### src/mcr_defs.vh
// register offsets, field positions, reset values and timing for the peripheral control bank
`ifndef MCR_DEFS_VH
`define MCR_DEFS_VH

// ==========================================================
// register offsets (byte addresses)
`define MCR_OFS_CMP       8'h00
`define MCR_OFS_TRIM      8'h04
`define MCR_OFS_OPTION    8'h08
`define MCR_OFS_MASK      8'h0c
`define MCR_OFS_PWM       8'h10
`define MCR_OFS_TMR       8'h14
`define MCR_OFS_FLAG      8'h18
`define MCR_OFS_GIE       8'h1c

// ==========================================================
// field positions
`define MCR_CMP_REFN_BIT  7
`define MCR_CMP_RATIO_HI  6
`define MCR_CMP_RATIO_LO  3
`define MCR_CMP_RES_BIT   2
`define MCR_OPT_LVR_HI    5
`define MCR_OPT_LVR_LO    4
`define MCR_OPT_RCM_HI    3
`define MCR_OPT_RCM_LO    2
`define MCR_OPT_ADC_WIDTH_SEL_BIT  1
`define MCR_OPT_WDT_BIT   0
`define MCR_PWM_CAS_BIT   2
`define MCR_PWM_BEN_BIT   1
`define MCR_PWM_AEN_BIT   0
`define MCR_TMR_BEN_BIT   7
`define MCR_TMR_AEN_BIT   6
`define MCR_IRQ_CMP_BIT   7

// ==========================================================
// writable bits and reset values
`define MCR_CMP_WMASK     8'hfb
`define MCR_TRIM_WMASK    8'h1f
`define MCR_OPT_WMASK     8'h3d
`define MCR_MASK_WMASK    8'hbf
`define MCR_PWM_WMASK     8'h07
`define MCR_TMR_WMASK     8'hff
`define MCR_CMP_RST       8'h78
`define MCR_TRIM_RST      8'h1f
`define MCR_OPT_RST       8'h3d
`define MCR_MASK_RST      8'h00
`define MCR_PWM_RST       8'h00
`define MCR_TMR_RST       8'h00

// ==========================================================
// comparator select codes
`define MCR_COS_OFF       2'b00
`define MCR_COS_ON_IO     2'b01
`define MCR_COS_ON_PIN    2'b10

// ==========================================================
// watchdog periods in microseconds, at a 10 ns clock
`define MCR_CLK_NS        10
`define MCR_WDT_LONG_US   18000
`define MCR_WDT_SHORT_US  4500

`endif

### src/mcr_prescale.v
// prescaler that turns the system clock into a timer count tick
`timescale 1ns/1ps
module mcr_prescale (
  // clock and reset
  input  wire       clk_i,
  input  wire       rst_i,
  // control
  input  wire       enable_i,
  input  wire [2:0] sel_i,
  // tick out
  output wire       tick_o
);

  // ==========================================================
  // ratio decode: 1,2,4,8,16,64,128,256 (32 is skipped)
  function [7:0] last_count;
    input [2:0] sel;
    begin
      case (sel)
        3'h0:    last_count = 8'h00;
        3'h1:    last_count = 8'h01;
        3'h2:    last_count = 8'h03;
        3'h3:    last_count = 8'h07;
        3'h4:    last_count = 8'h0f;
        3'h5:    last_count = 8'h3f;
        3'h6:    last_count = 8'h7f;
        default: last_count = 8'hff;
      endcase
    end
  endfunction

  reg  [7:0] count_reg;
  wire       wrap;

  assign wrap   = (count_reg >= last_count(sel_i));
  assign tick_o = enable_i & wrap;

  // ==========================================================
  // counter held clear while disabled so a restart runs a full period
  always @(posedge clk_i) begin
    if (rst_i || !enable_i) begin
      count_reg <= 8'h00;
    end else if (wrap) begin
      count_reg <= 8'h00;
    end else begin
      count_reg <= count_reg + 8'h01;
    end
  end

endmodule // mcr_prescale

### src/mcr_ctrl_regs.v
// peripheral control register bank with wishbone slave, pin ownership and interrupt gating
//
// Our own choices: the address map and the Wishbone slave port.
`timescale 1ns/1ps
`include "mcr_defs.vh"
module mcr_ctrl_regs #(
  parameter WDT_LONG_CYC  = (`MCR_WDT_LONG_US * 1000) / `MCR_CLK_NS,
  parameter WDT_SHORT_CYC = (`MCR_WDT_SHORT_US * 1000) / `MCR_CLK_NS
) (
  // clock and reset
  input  wire        clk_i,
  input  wire        rst_i,
  // wishbone slave
  input  wire        cyc_i,
  input  wire        stb_i,
  input  wire        we_i,
  input  wire [7:0]  adr_i,
  input  wire [3:0]  sel_i,
  input  wire [31:0] dat_i,
  output reg  [31:0] dat_o,
  output reg         ack_o,
  // core instruction strobes
  input  wire        global_irq_on_instr_i,
  input  wire        global_irq_off_instr_i,
  // interrupt events, one-cycle pulses
  input  wire        timer_ovf_evt_i,
  input  wire        port_change_evt_i,
  input  wire        ext_evt_i,
  input  wire        adc_done_evt_i,
  input  wire        pwm_a_evt_i,
  input  wire        pwm_b_evt_i,
  output reg         irq_o,
  // comparator
  input  wire        cmp_result_i,
  output reg         cmp_active_o,
  output reg         cmp_neg_pin_io_o,
  output reg  [3:0]  cmp_ref_ratio_o,
  // oscillator, reset and watchdog options
  output reg  [4:0]  osc_trim_o,
  output reg  [1:0]  low_volt_reset_sel_o,
  output reg  [1:0]  int_osc_freq_sel_o,
  output reg  [20:0] wdt_timeout_cyc_o,
  // pwm and timers
  output reg         pwm_cascade_o,
  output reg         pwm_a_enable_o,
  output reg         pwm_b_enable_o,
  output wire        timer_a_tick_o,
  output wire        timer_b_tick_o,
  // shared-pin requests
  input  wire        tcc_pin_use_i,
  input  wire        osc_out_use_i,
  input  wire        osc_clk_i,
  input  wire        adc_on_i,
  input  wire [2:0]  adc_ch_i,
  input  wire        pwm_a_i,
  input  wire        pwm_b_i,
  input  wire [7:0]  port_out_i,
  input  wire [7:0]  port_oe_n_i,
  // pin drive
  output reg  [7:0]  pin_out_o,
  output reg  [7:0]  pin_oe_n_o,
  output reg  [3:0]  pin1_owner_o,
  output reg  [3:0]  pin3_owner_o,
  output reg  [3:0]  pin5_owner_o,
  output reg  [3:0]  pin6_owner_o
);

  // ==========================================================
  // owner codes, highest priority first
  localparam OWN_TOP  = 4'b1000;
  localparam OWN_HIGH = 4'b0100;
  localparam OWN_MED  = 4'b0010;
  localparam OWN_PORT = 4'b0001;

  // one-hot winner among up to three requests over the plain port
  function [3:0] pick_owner;
    input top;
    input high;
    input med;
    begin
      if (top) begin
        pick_owner = OWN_TOP;
      end else if (high) begin
        pick_owner = OWN_HIGH;
      end else if (med) begin
        pick_owner = OWN_MED;
      end else begin
        pick_owner = OWN_PORT;
      end
    end
  endfunction

  // ==========================================================
  // registers
  reg  [7:0] cmp_reg;
  reg  [7:0] trim_reg;
  reg  [7:0] opt_reg;
  reg  [7:0] mask_reg;
  reg  [7:0] pwm_reg;
  reg  [7:0] tmr_reg;
  reg  [7:0] flag_reg;
  reg        gie_reg;
  reg  [7:0] flag_next;
  reg  [7:0] rd_byte;

  // comparator result synchroniser and filter
  reg        cmp_s1_reg;
  reg        cmp_s2_reg;
  reg        cmp_s3_reg;
  reg        cmp_val_reg;

  wire       req;
  wire       wr_stb;
  wire       rd_hit;
  wire       cmp_change;
  wire [7:0] evt_vec;
  wire [7:0] wr_byte;
  wire [1:0] cos;
  wire       cmp_on;
  wire [3:0] own1;
  wire [3:0] own3;
  wire [3:0] own5;
  wire [3:0] own6;
  wire [1:0] tick;

  // ==========================================================
  // bus slave: ack one edge after the request, dropped the next cycle
  assign req     = cyc_i & stb_i & ~ack_o;
  assign wr_stb  = req & we_i & sel_i[0];
  assign wr_byte = dat_i[7:0];

  always @(posedge clk_i) begin
    if (rst_i) begin
      ack_o <= 1'b0;
      dat_o <= 32'h0000_0000;
    end else begin
      ack_o <= req;
      if (rd_hit) begin
        dat_o <= {24'h00_0000, rd_byte};
      end
    end
  end

  // read mux; unmapped offsets answer with zero
  always @* begin
    case (adr_i)
      `MCR_OFS_CMP:    rd_byte = {cmp_reg[7:3], cmp_val_reg, cmp_reg[1:0]};
      `MCR_OFS_TRIM:   rd_byte = trim_reg & `MCR_TRIM_WMASK;
      `MCR_OFS_OPTION: rd_byte = opt_reg & `MCR_OPT_WMASK;
      `MCR_OFS_MASK:   rd_byte = mask_reg & `MCR_MASK_WMASK;
      `MCR_OFS_PWM:    rd_byte = pwm_reg & `MCR_PWM_WMASK;
      `MCR_OFS_TMR:    rd_byte = tmr_reg;
      `MCR_OFS_FLAG:   rd_byte = flag_reg & mask_reg;
      `MCR_OFS_GIE:    rd_byte = {7'h00, gie_reg};
      default:         rd_byte = 8'h00;
    endcase
  end

  assign rd_hit = req & ~we_i;

  // ==========================================================
  // control registers; read-only and unused bits never store
  always @(posedge clk_i) begin
    if (rst_i) begin
      cmp_reg  <= `MCR_CMP_RST;
      trim_reg <= `MCR_TRIM_RST;
      opt_reg  <= `MCR_OPT_RST;
      mask_reg <= `MCR_MASK_RST;
      pwm_reg  <= `MCR_PWM_RST;
      tmr_reg  <= `MCR_TMR_RST;
    end else if (wr_stb) begin
      case (adr_i)
        `MCR_OFS_CMP:    cmp_reg  <= wr_byte & `MCR_CMP_WMASK;
        `MCR_OFS_TRIM:   trim_reg <= wr_byte & `MCR_TRIM_WMASK;
        `MCR_OFS_OPTION: opt_reg  <= wr_byte & `MCR_OPT_WMASK;
        `MCR_OFS_MASK:   mask_reg <= wr_byte & `MCR_MASK_WMASK;
        `MCR_OFS_PWM:    pwm_reg  <= wr_byte & `MCR_PWM_WMASK;
        `MCR_OFS_TMR:    tmr_reg  <= wr_byte & `MCR_TMR_WMASK;
        default:         cmp_reg  <= cmp_reg;
      endcase
    end
  end

  // ==========================================================
  // global enable driven only by the core's instructions
  always @(posedge clk_i) begin
    if (rst_i) begin
      gie_reg <= 1'b0;
    end else if (global_irq_off_instr_i) begin
      gie_reg <= 1'b0;
    end else if (global_irq_on_instr_i) begin
      gie_reg <= 1'b1;
    end
  end

  // ==========================================================
  // comparator result: three flops, value moves when stages 2 and 3 agree
  always @(posedge clk_i) begin
    if (rst_i) begin
      cmp_s1_reg  <= 1'b0;
      cmp_s2_reg  <= 1'b0;
      cmp_s3_reg  <= 1'b0;
      cmp_val_reg <= 1'b0;
    end else begin
      cmp_s1_reg <= cmp_result_i;
      cmp_s2_reg <= cmp_s1_reg;
      cmp_s3_reg <= cmp_s2_reg;
      if (cmp_s2_reg == cmp_s3_reg) begin
        cmp_val_reg <= cmp_s3_reg;
      end
    end
  end

  // a change only counts while the comparator is in use
  assign cos        = cmp_reg[1:0];
  assign cmp_on     = (cos == `MCR_COS_ON_IO) | (cos == `MCR_COS_ON_PIN);
  assign cmp_change = cmp_on & (cmp_s2_reg == cmp_s3_reg) & (cmp_s3_reg != cmp_val_reg);

  // ==========================================================
  // interrupt flags: write 1 clears, an event in the same cycle wins
  assign evt_vec = {cmp_change, 1'b0, pwm_b_evt_i, pwm_a_evt_i,
                    adc_done_evt_i, ext_evt_i, port_change_evt_i, timer_ovf_evt_i};

  always @* begin
    flag_next = flag_reg;
    if (wr_stb && (adr_i == `MCR_OFS_FLAG)) begin
      flag_next = flag_reg & ~wr_byte;
    end
    flag_next = flag_next | evt_vec;
  end

  always @(posedge clk_i) begin
    if (rst_i) begin
      flag_reg <= 8'h00;
      irq_o    <= 1'b0;
    end else begin
      flag_reg <= flag_next & `MCR_MASK_WMASK;
      irq_o    <= gie_reg & |(flag_reg & mask_reg);
    end
  end

  // ==========================================================
  // timer prescalers, one per pwm timer
  genvar gi;
  generate
    for (gi = 0; gi < 2; gi = gi + 1) begin : g_tmr
      mcr_prescale u_pre (
        .clk_i    (clk_i),
        .rst_i    (rst_i),
        .enable_i (tmr_reg[`MCR_TMR_AEN_BIT + gi]),
        .sel_i    (tmr_reg[gi*3 +: 3]),
        .tick_o   (tick[gi])
      );
    end
  endgenerate

  assign timer_a_tick_o = tick[0];
  assign timer_b_tick_o = tick[1];

  // ==========================================================
  // pin ownership
  assign own5 = pick_owner(tcc_pin_use_i, cmp_on & (cos == `MCR_COS_ON_PIN),
                           adc_on_i & (adc_ch_i == 3'h5));
  assign own3 = pick_owner(1'b0, cmp_on, adc_on_i & (adc_ch_i == 3'h3));
  assign own1 = pick_owner(osc_out_use_i, pwm_reg[`MCR_PWM_AEN_BIT],
                           adc_on_i & (adc_ch_i == 3'h1));
  assign own6 = pick_owner(1'b0, pwm_reg[`MCR_PWM_BEN_BIT],
                           adc_on_i & (adc_ch_i == 3'h6));

  // pin drive is registered; analog and input owners release the pin
  integer k;
  always @(posedge clk_i) begin
    if (rst_i) begin
      pin_out_o  <= 8'h00;
      pin_oe_n_o <= 8'hff;
    end else begin
      for (k = 0; k < 8; k = k + 1) begin
        pin_out_o[k]  <= port_out_i[k];
        pin_oe_n_o[k] <= port_oe_n_i[k];
      end
      case (own1)
        OWN_TOP: begin
          pin_out_o[1]  <= osc_clk_i;
          pin_oe_n_o[1] <= 1'b0;
        end
        OWN_HIGH: begin
          pin_out_o[1]  <= pwm_a_i;
          pin_oe_n_o[1] <= 1'b0;
        end
        OWN_MED: begin
          pin_oe_n_o[1] <= 1'b1;
        end
        default: begin
          pin_oe_n_o[1] <= port_oe_n_i[1];
        end
      endcase
      if (own3 != OWN_PORT) begin
        pin_oe_n_o[3] <= 1'b1;
      end
      case (own5)
        OWN_HIGH: begin
          pin_out_o[5]  <= cmp_val_reg;
          pin_oe_n_o[5] <= 1'b0;
        end
        OWN_PORT: begin
          pin_oe_n_o[5] <= port_oe_n_i[5];
        end
        default: begin
          pin_oe_n_o[5] <= 1'b1;
        end
      endcase
      case (own6)
        OWN_HIGH: begin
          pin_out_o[6]  <= pwm_b_i;
          pin_oe_n_o[6] <= 1'b0;
        end
        OWN_MED: begin
          pin_oe_n_o[6] <= 1'b1;
        end
        default: begin
          pin_oe_n_o[6] <= port_oe_n_i[6];
        end
      endcase
    end
  end

  // ==========================================================
  // field outputs toward the analog and clock blocks
  always @(posedge clk_i) begin
    if (rst_i) begin
      cmp_active_o         <= 1'b0;
      cmp_neg_pin_io_o     <= 1'b1;
      cmp_ref_ratio_o      <= 4'hf;
      osc_trim_o           <= 5'h1f;
      low_volt_reset_sel_o <= 2'h3;
      int_osc_freq_sel_o   <= 2'h3;
      wdt_timeout_cyc_o    <= 21'h00_0000;
      pwm_cascade_o        <= 1'b0;
      pwm_a_enable_o       <= 1'b0;
      pwm_b_enable_o       <= 1'b0;
      pin1_owner_o         <= OWN_PORT;
      pin3_owner_o         <= OWN_PORT;
      pin5_owner_o         <= OWN_PORT;
      pin6_owner_o         <= OWN_PORT;
    end else begin
      cmp_active_o         <= cmp_on;
      // reference enable low keeps the negative input a plain pin
      cmp_neg_pin_io_o     <= ~cmp_reg[`MCR_CMP_REFN_BIT];
      // analog divider gives supply * code / 15
      cmp_ref_ratio_o      <= cmp_reg[`MCR_CMP_RATIO_HI:`MCR_CMP_RATIO_LO];
      osc_trim_o           <= trim_reg[4:0];
      low_volt_reset_sel_o <= opt_reg[`MCR_OPT_LVR_HI:`MCR_OPT_LVR_LO];
      int_osc_freq_sel_o   <= opt_reg[`MCR_OPT_RCM_HI:`MCR_OPT_RCM_LO];
      if (opt_reg[`MCR_OPT_WDT_BIT]) begin
        wdt_timeout_cyc_o <= WDT_LONG_CYC[20:0];
      end else begin
        wdt_timeout_cyc_o <= WDT_SHORT_CYC[20:0];
      end
      pwm_cascade_o        <= pwm_reg[`MCR_PWM_CAS_BIT];
      pwm_a_enable_o       <= pwm_reg[`MCR_PWM_AEN_BIT];
      pwm_b_enable_o       <= pwm_reg[`MCR_PWM_BEN_BIT];
      pin1_owner_o         <= own1;
      pin3_owner_o         <= own3;
      pin5_owner_o         <= own5;
      pin6_owner_o         <= own6;
    end
  end

endmodule // mcr_ctrl_regs

### config.mk
export PLATFORM = sky130hd
export DESIGN_NAME = mcr_ctrl_regs
export DESIGN_NICKNAME = d
export VERILOG_FILES = /design/src/mcr_prescale.v /design/src/mcr_ctrl_regs.v
export VERILOG_INCLUDE_DIRS = /design/src
export SDC_FILE = /design/constraint.sdc
export NUM_CORES = 1
export LEC_CHECK = 0
export BUFFER_PORTS_ARGS = -buffer_cell sky130_fd_sc_hd__buf_4
export CAP_MARGIN = 20
export CORE_MARGIN = 2
export CORE_UTILIZATION = 50
export DETAILED_ROUTE_END_ITERATION = 8
export GPL_ROUTABILITY_DRIVEN = 0
export GPL_TIMING_DRIVEN = 0
export PLACE_DENSITY = 0.77
export SLEW_MARGIN = 25
export SYNTH_ARGS = -nofsm -noshare
export SYNTH_HDL_FRONTEND = slang
export SYNTH_SLANG_ARGS = --single-unit
### constraint.sdc
create_clock -name clk_i -period 2.8 [get_ports clk_i]
set_input_delay 0.84 -clock clk_i [delete_from_list [all_inputs] [get_ports clk_i]]
set_output_delay 0.84 -clock clk_i [all_outputs]
set_load 0.01 [all_outputs]
==> flow_summary.yaml <==
sta:
  fin_crit_sh_pct: 109.4
  clock.fmax_mhz: 326.5
  timing.slew.headroom_pct: 37.23
  hold_viol: 0
  tightest_slew_ns: 0.9338
  layout_min_cycle_time_ns: 3.063
  finalWorstSetupSlack_ns: -0.2630
  setup_tns_ns: -0.5249
  fin_skew_ns: 0.009017
  drv_slew: 0
  rsz0062_at_grt: "true"
  setup_viol: 2
clock_network:
  path_clk_slew_ns: 0.06
  clk_latency_ns: 0.52
  htree_num_levels: 4
  cts_tree: "done"
  cts_buffers: 17
  clock-sinks: 122
  clockBufferDepth: 2
  postCtsHoldBufs: 0
  cts-root-buf: "clkbuf_8"
status:
  status: "finished with violations"
  violations: "setup timing"
power_and_ir_drop:
  switching_power_uw: 1040
  combPwrFrac_pct: 7.5
  swShare_pct: 25.54
  leakagePower_uw: 0.003149
  max-vdd-ir-drop_mv: 0.3678
  pwr-share-seq_pct: 43.6
  p_int_uw: 3032
  pwr-share-clk_pct: 48.9
  p_per_area_mw_per_mm2: 566.5
grt:
  antenna_found_initial: 0
  grt_pass1_wl_mm: 21.31
  met1_usage_pct: 30.44
  busiest_layer: "met2"
  grt_overflow: 0
  grt_pass1_vias: 4294
  use_met2_pct: 39.76
  grt_util_met3_pct: 6.444
  grt_max_degree: 17
  grt_util_all_layers_pct: 24.11
logic_synthesis:
  syn-instance-count: 573
  ys_types: 50
  syn_avg_cell_area_sq_um: 9.193
  synth_edf_count: 0
  ys_ff_latch: 122
  ys.warnings.count: 0
  ys.flop_type: "dfxtp_1"
  ys_seq_area_share_pct: 46.37
  synth_area_sq_mm: 0.005268
  async_reset_ff_share_pct: 0
finish:
  drive_gt1_share_pct: 33.20
  fin_cells: 904
  area_growth_pct: 36.46
  n_antenna_cell: 0
  stdcell_area_sq_mm: 0.007188
  largest_register_ffs: 16
  final_common_cell: "buf_4"
  layout_common_cells: "180 x buf_4, 116 x dfxtp_1, 66 x nor2_1, 49 x nand2_1, 34 x a21oi_1"
  fin_nets: 857
worst_setup_path:
  slowest_delay_ns: 0.39
  crit_top_cell: "o21a_1"
  rr_worst_depth: 9
  crit_chain: "or3_4, ha_4, nand2b_4, a21oi_2, o21a_1, nor2_1, o21a_1, buf_6"
  worst_ep_required_time_ns: 1.96
  crit_buf_inv: 1
  crit_type: "reg2out"
  path_depth: 8
  r2r_slack_ns: 0.51
  cp.arrival_ns: 2.22
  critical_path.top_delay_family: "simple AND/OR/NAND/NOR gates"
  crit_path_end_kind: "output pin"
  critPathLaunch: "tmr_reg[1]$_SDFFE_PP0P_"
  critPathSlowestCell: "or3_4"
  path_max_fanout: 2
  critPathCapture: "timer_a_tick_o"
  r2r-start: "tmr_reg[4]$_SDFFE_PP0P_"
  start_kind: "flop"
  worstReg2RegEnd: "g_tmr[1].u_pre.count_reg[7]$_SDFF_PP0_"
hold_path:
  worstHoldPathType: "reg2reg"
floorplan:
  die_h_um: 106.6
  start_util_pct: 51.25
  io_pins: 190
  rows: 37
  core_sq_mm: 0.01028
  die_area_sq_mm: 0.01137
  die_w_um: 106.6
drt:
  route.detailed.drc: 0
  drt-initial-drc-count: 445
  wirelength_mm: 13.92
  wl_per_cell_um: 15.40
  vias: 4692
  first_pass_iters: 5
  antenna_left: 0
  vias_per_cell: 5.190
placed_design:
  dp_hpwl_mm: 10.14
  dp_cells: 867
  post-place-ws_ns: -0.1312
  placed_area_sq_mm: 0.006511
  io_buffers: 128
run:
  maxCapViolations: 0
## per-stage QoR
stage | util (%) | total power [uW] | hold slack (ns)
4_1_cts | 69.44 | 4084 | 0.4351
3_5_place_dp | 63.36 | 2117 | 0.4222
6_report | 69.94 | 4072 | 0.4382
2_1_floorplan | - | 1972 | 0.3715
3_3_place_gp | 63.36 | 2112 | 0.4166
5_1_grt | 69.94 | 4192 | 0.4452
## power groups by stage
stage	clock network, uW	logic [uW]	registers (uW)
detailed placement	0	300	1820
global placement	0	295	1820
floorplan	0	149	1820
CTS	2010	301	1780
global route	2090	328	1780
finish	1990	305	1780
## cell type report
class	instances	area, sq um
tap	136	170.2
clock inverter	15	131.4
fill	795	3089
sequential	122	2460
inverter	12	45.04
multi-input combinational	400	2516
clock buffer	17	414.1
timing repair buffer	135	1021
buffer	67	430.4
## worst min path at each step
stage                                        endpoint                    start  slack (ns)  cells past startpoint
after global routing      cmp_neg_pin_io_o$_SDFF_PP1_  cmp_reg[7]$_SDFFE_PP0P_        0.45                      1
after global placement    cmp_neg_pin_io_o$_SDFF_PP1_  cmp_reg[7]$_SDFFE_PP0P_        0.42                      1
after detailed placement  cmp_neg_pin_io_o$_SDFF_PP1_  cmp_reg[7]$_SDFFE_PP0P_        0.42                      1
after CTS                 cmp_neg_pin_io_o$_SDFF_PP1_  cmp_reg[7]$_SDFFE_PP0P_        0.44                      1
after floorplan           cmp_neg_pin_io_o$_SDFF_PP1_  cmp_reg[7]$_SDFFE_PP0P_        0.37                      1
final                     cmp_neg_pin_io_o$_SDFF_PP1_  cmp_reg[7]$_SDFFE_PP0P_        0.44                      1
## cells by family (layout without fill, tap and decap cells)
group | Yosys count | count (layout) | share of synthesized area, %
simple gates | 217 | 217 | 20.95
fa+ha+maj | 19 | 19 | 4.513
buf+inv | 81 | 246 | 9.169
mux | 33 | 33 | 7.007
xor+xnor | 12 | 12 | 1.995
compound gates | 88 | 88 | 9.929
other cells | 1 | 31 | 0.07119
flops | 122 | 122 | 46.37
## metal layers
layer	vias to the layer above	part of all wire, %
li1	2255	-
met1	2142	40
met2	257	48
met3	38	9.7
met4	0	2.3
met5	-	0
## cell usage after synthesis, types with 4 or more instances
master | instances | area [sq um]
a21oi_1 | 36 | 180.2
a22o_1 | 4 | 35.03
a32oi_1 | 5 | 43.79
and2_1 | 4 | 25.02
and3_1 | 7 | 43.79
buf_4 | 47 | 352.8
clkbuf_1 | 17 | 63.81
dfxtp_1 | 122 | 2442
ha_1 | 19 | 237.7
inv_1 | 12 | 45.04
mux2i_1 | 29 | 290.3
nand2_1 | 49 | 183.9
nand2b_1 | 5 | 31.28
nand3_1 | 16 | 80.08
nor2_1 | 66 | 247.7
nor2b_1 | 20 | 125.1
nor3_1 | 10 | 50.05
nor3b_1 | 4 | 30.03
o21a_1 | 4 | 30.03
o21ai_0 | 21 | 105.1
or2_2 | 14 | 87.58
or3_1 | 4 | 25.02
xor2_1 | 10 | 87.58
## timing repair
action	in CTS	in global routing
pin swaps	6	7
endpoints found under the setup margin	2	2
gates cloned	0	0
resized for setup	16	7
setup buffers	5	2
Note: power is estimated with default switching activity, not from simulation.
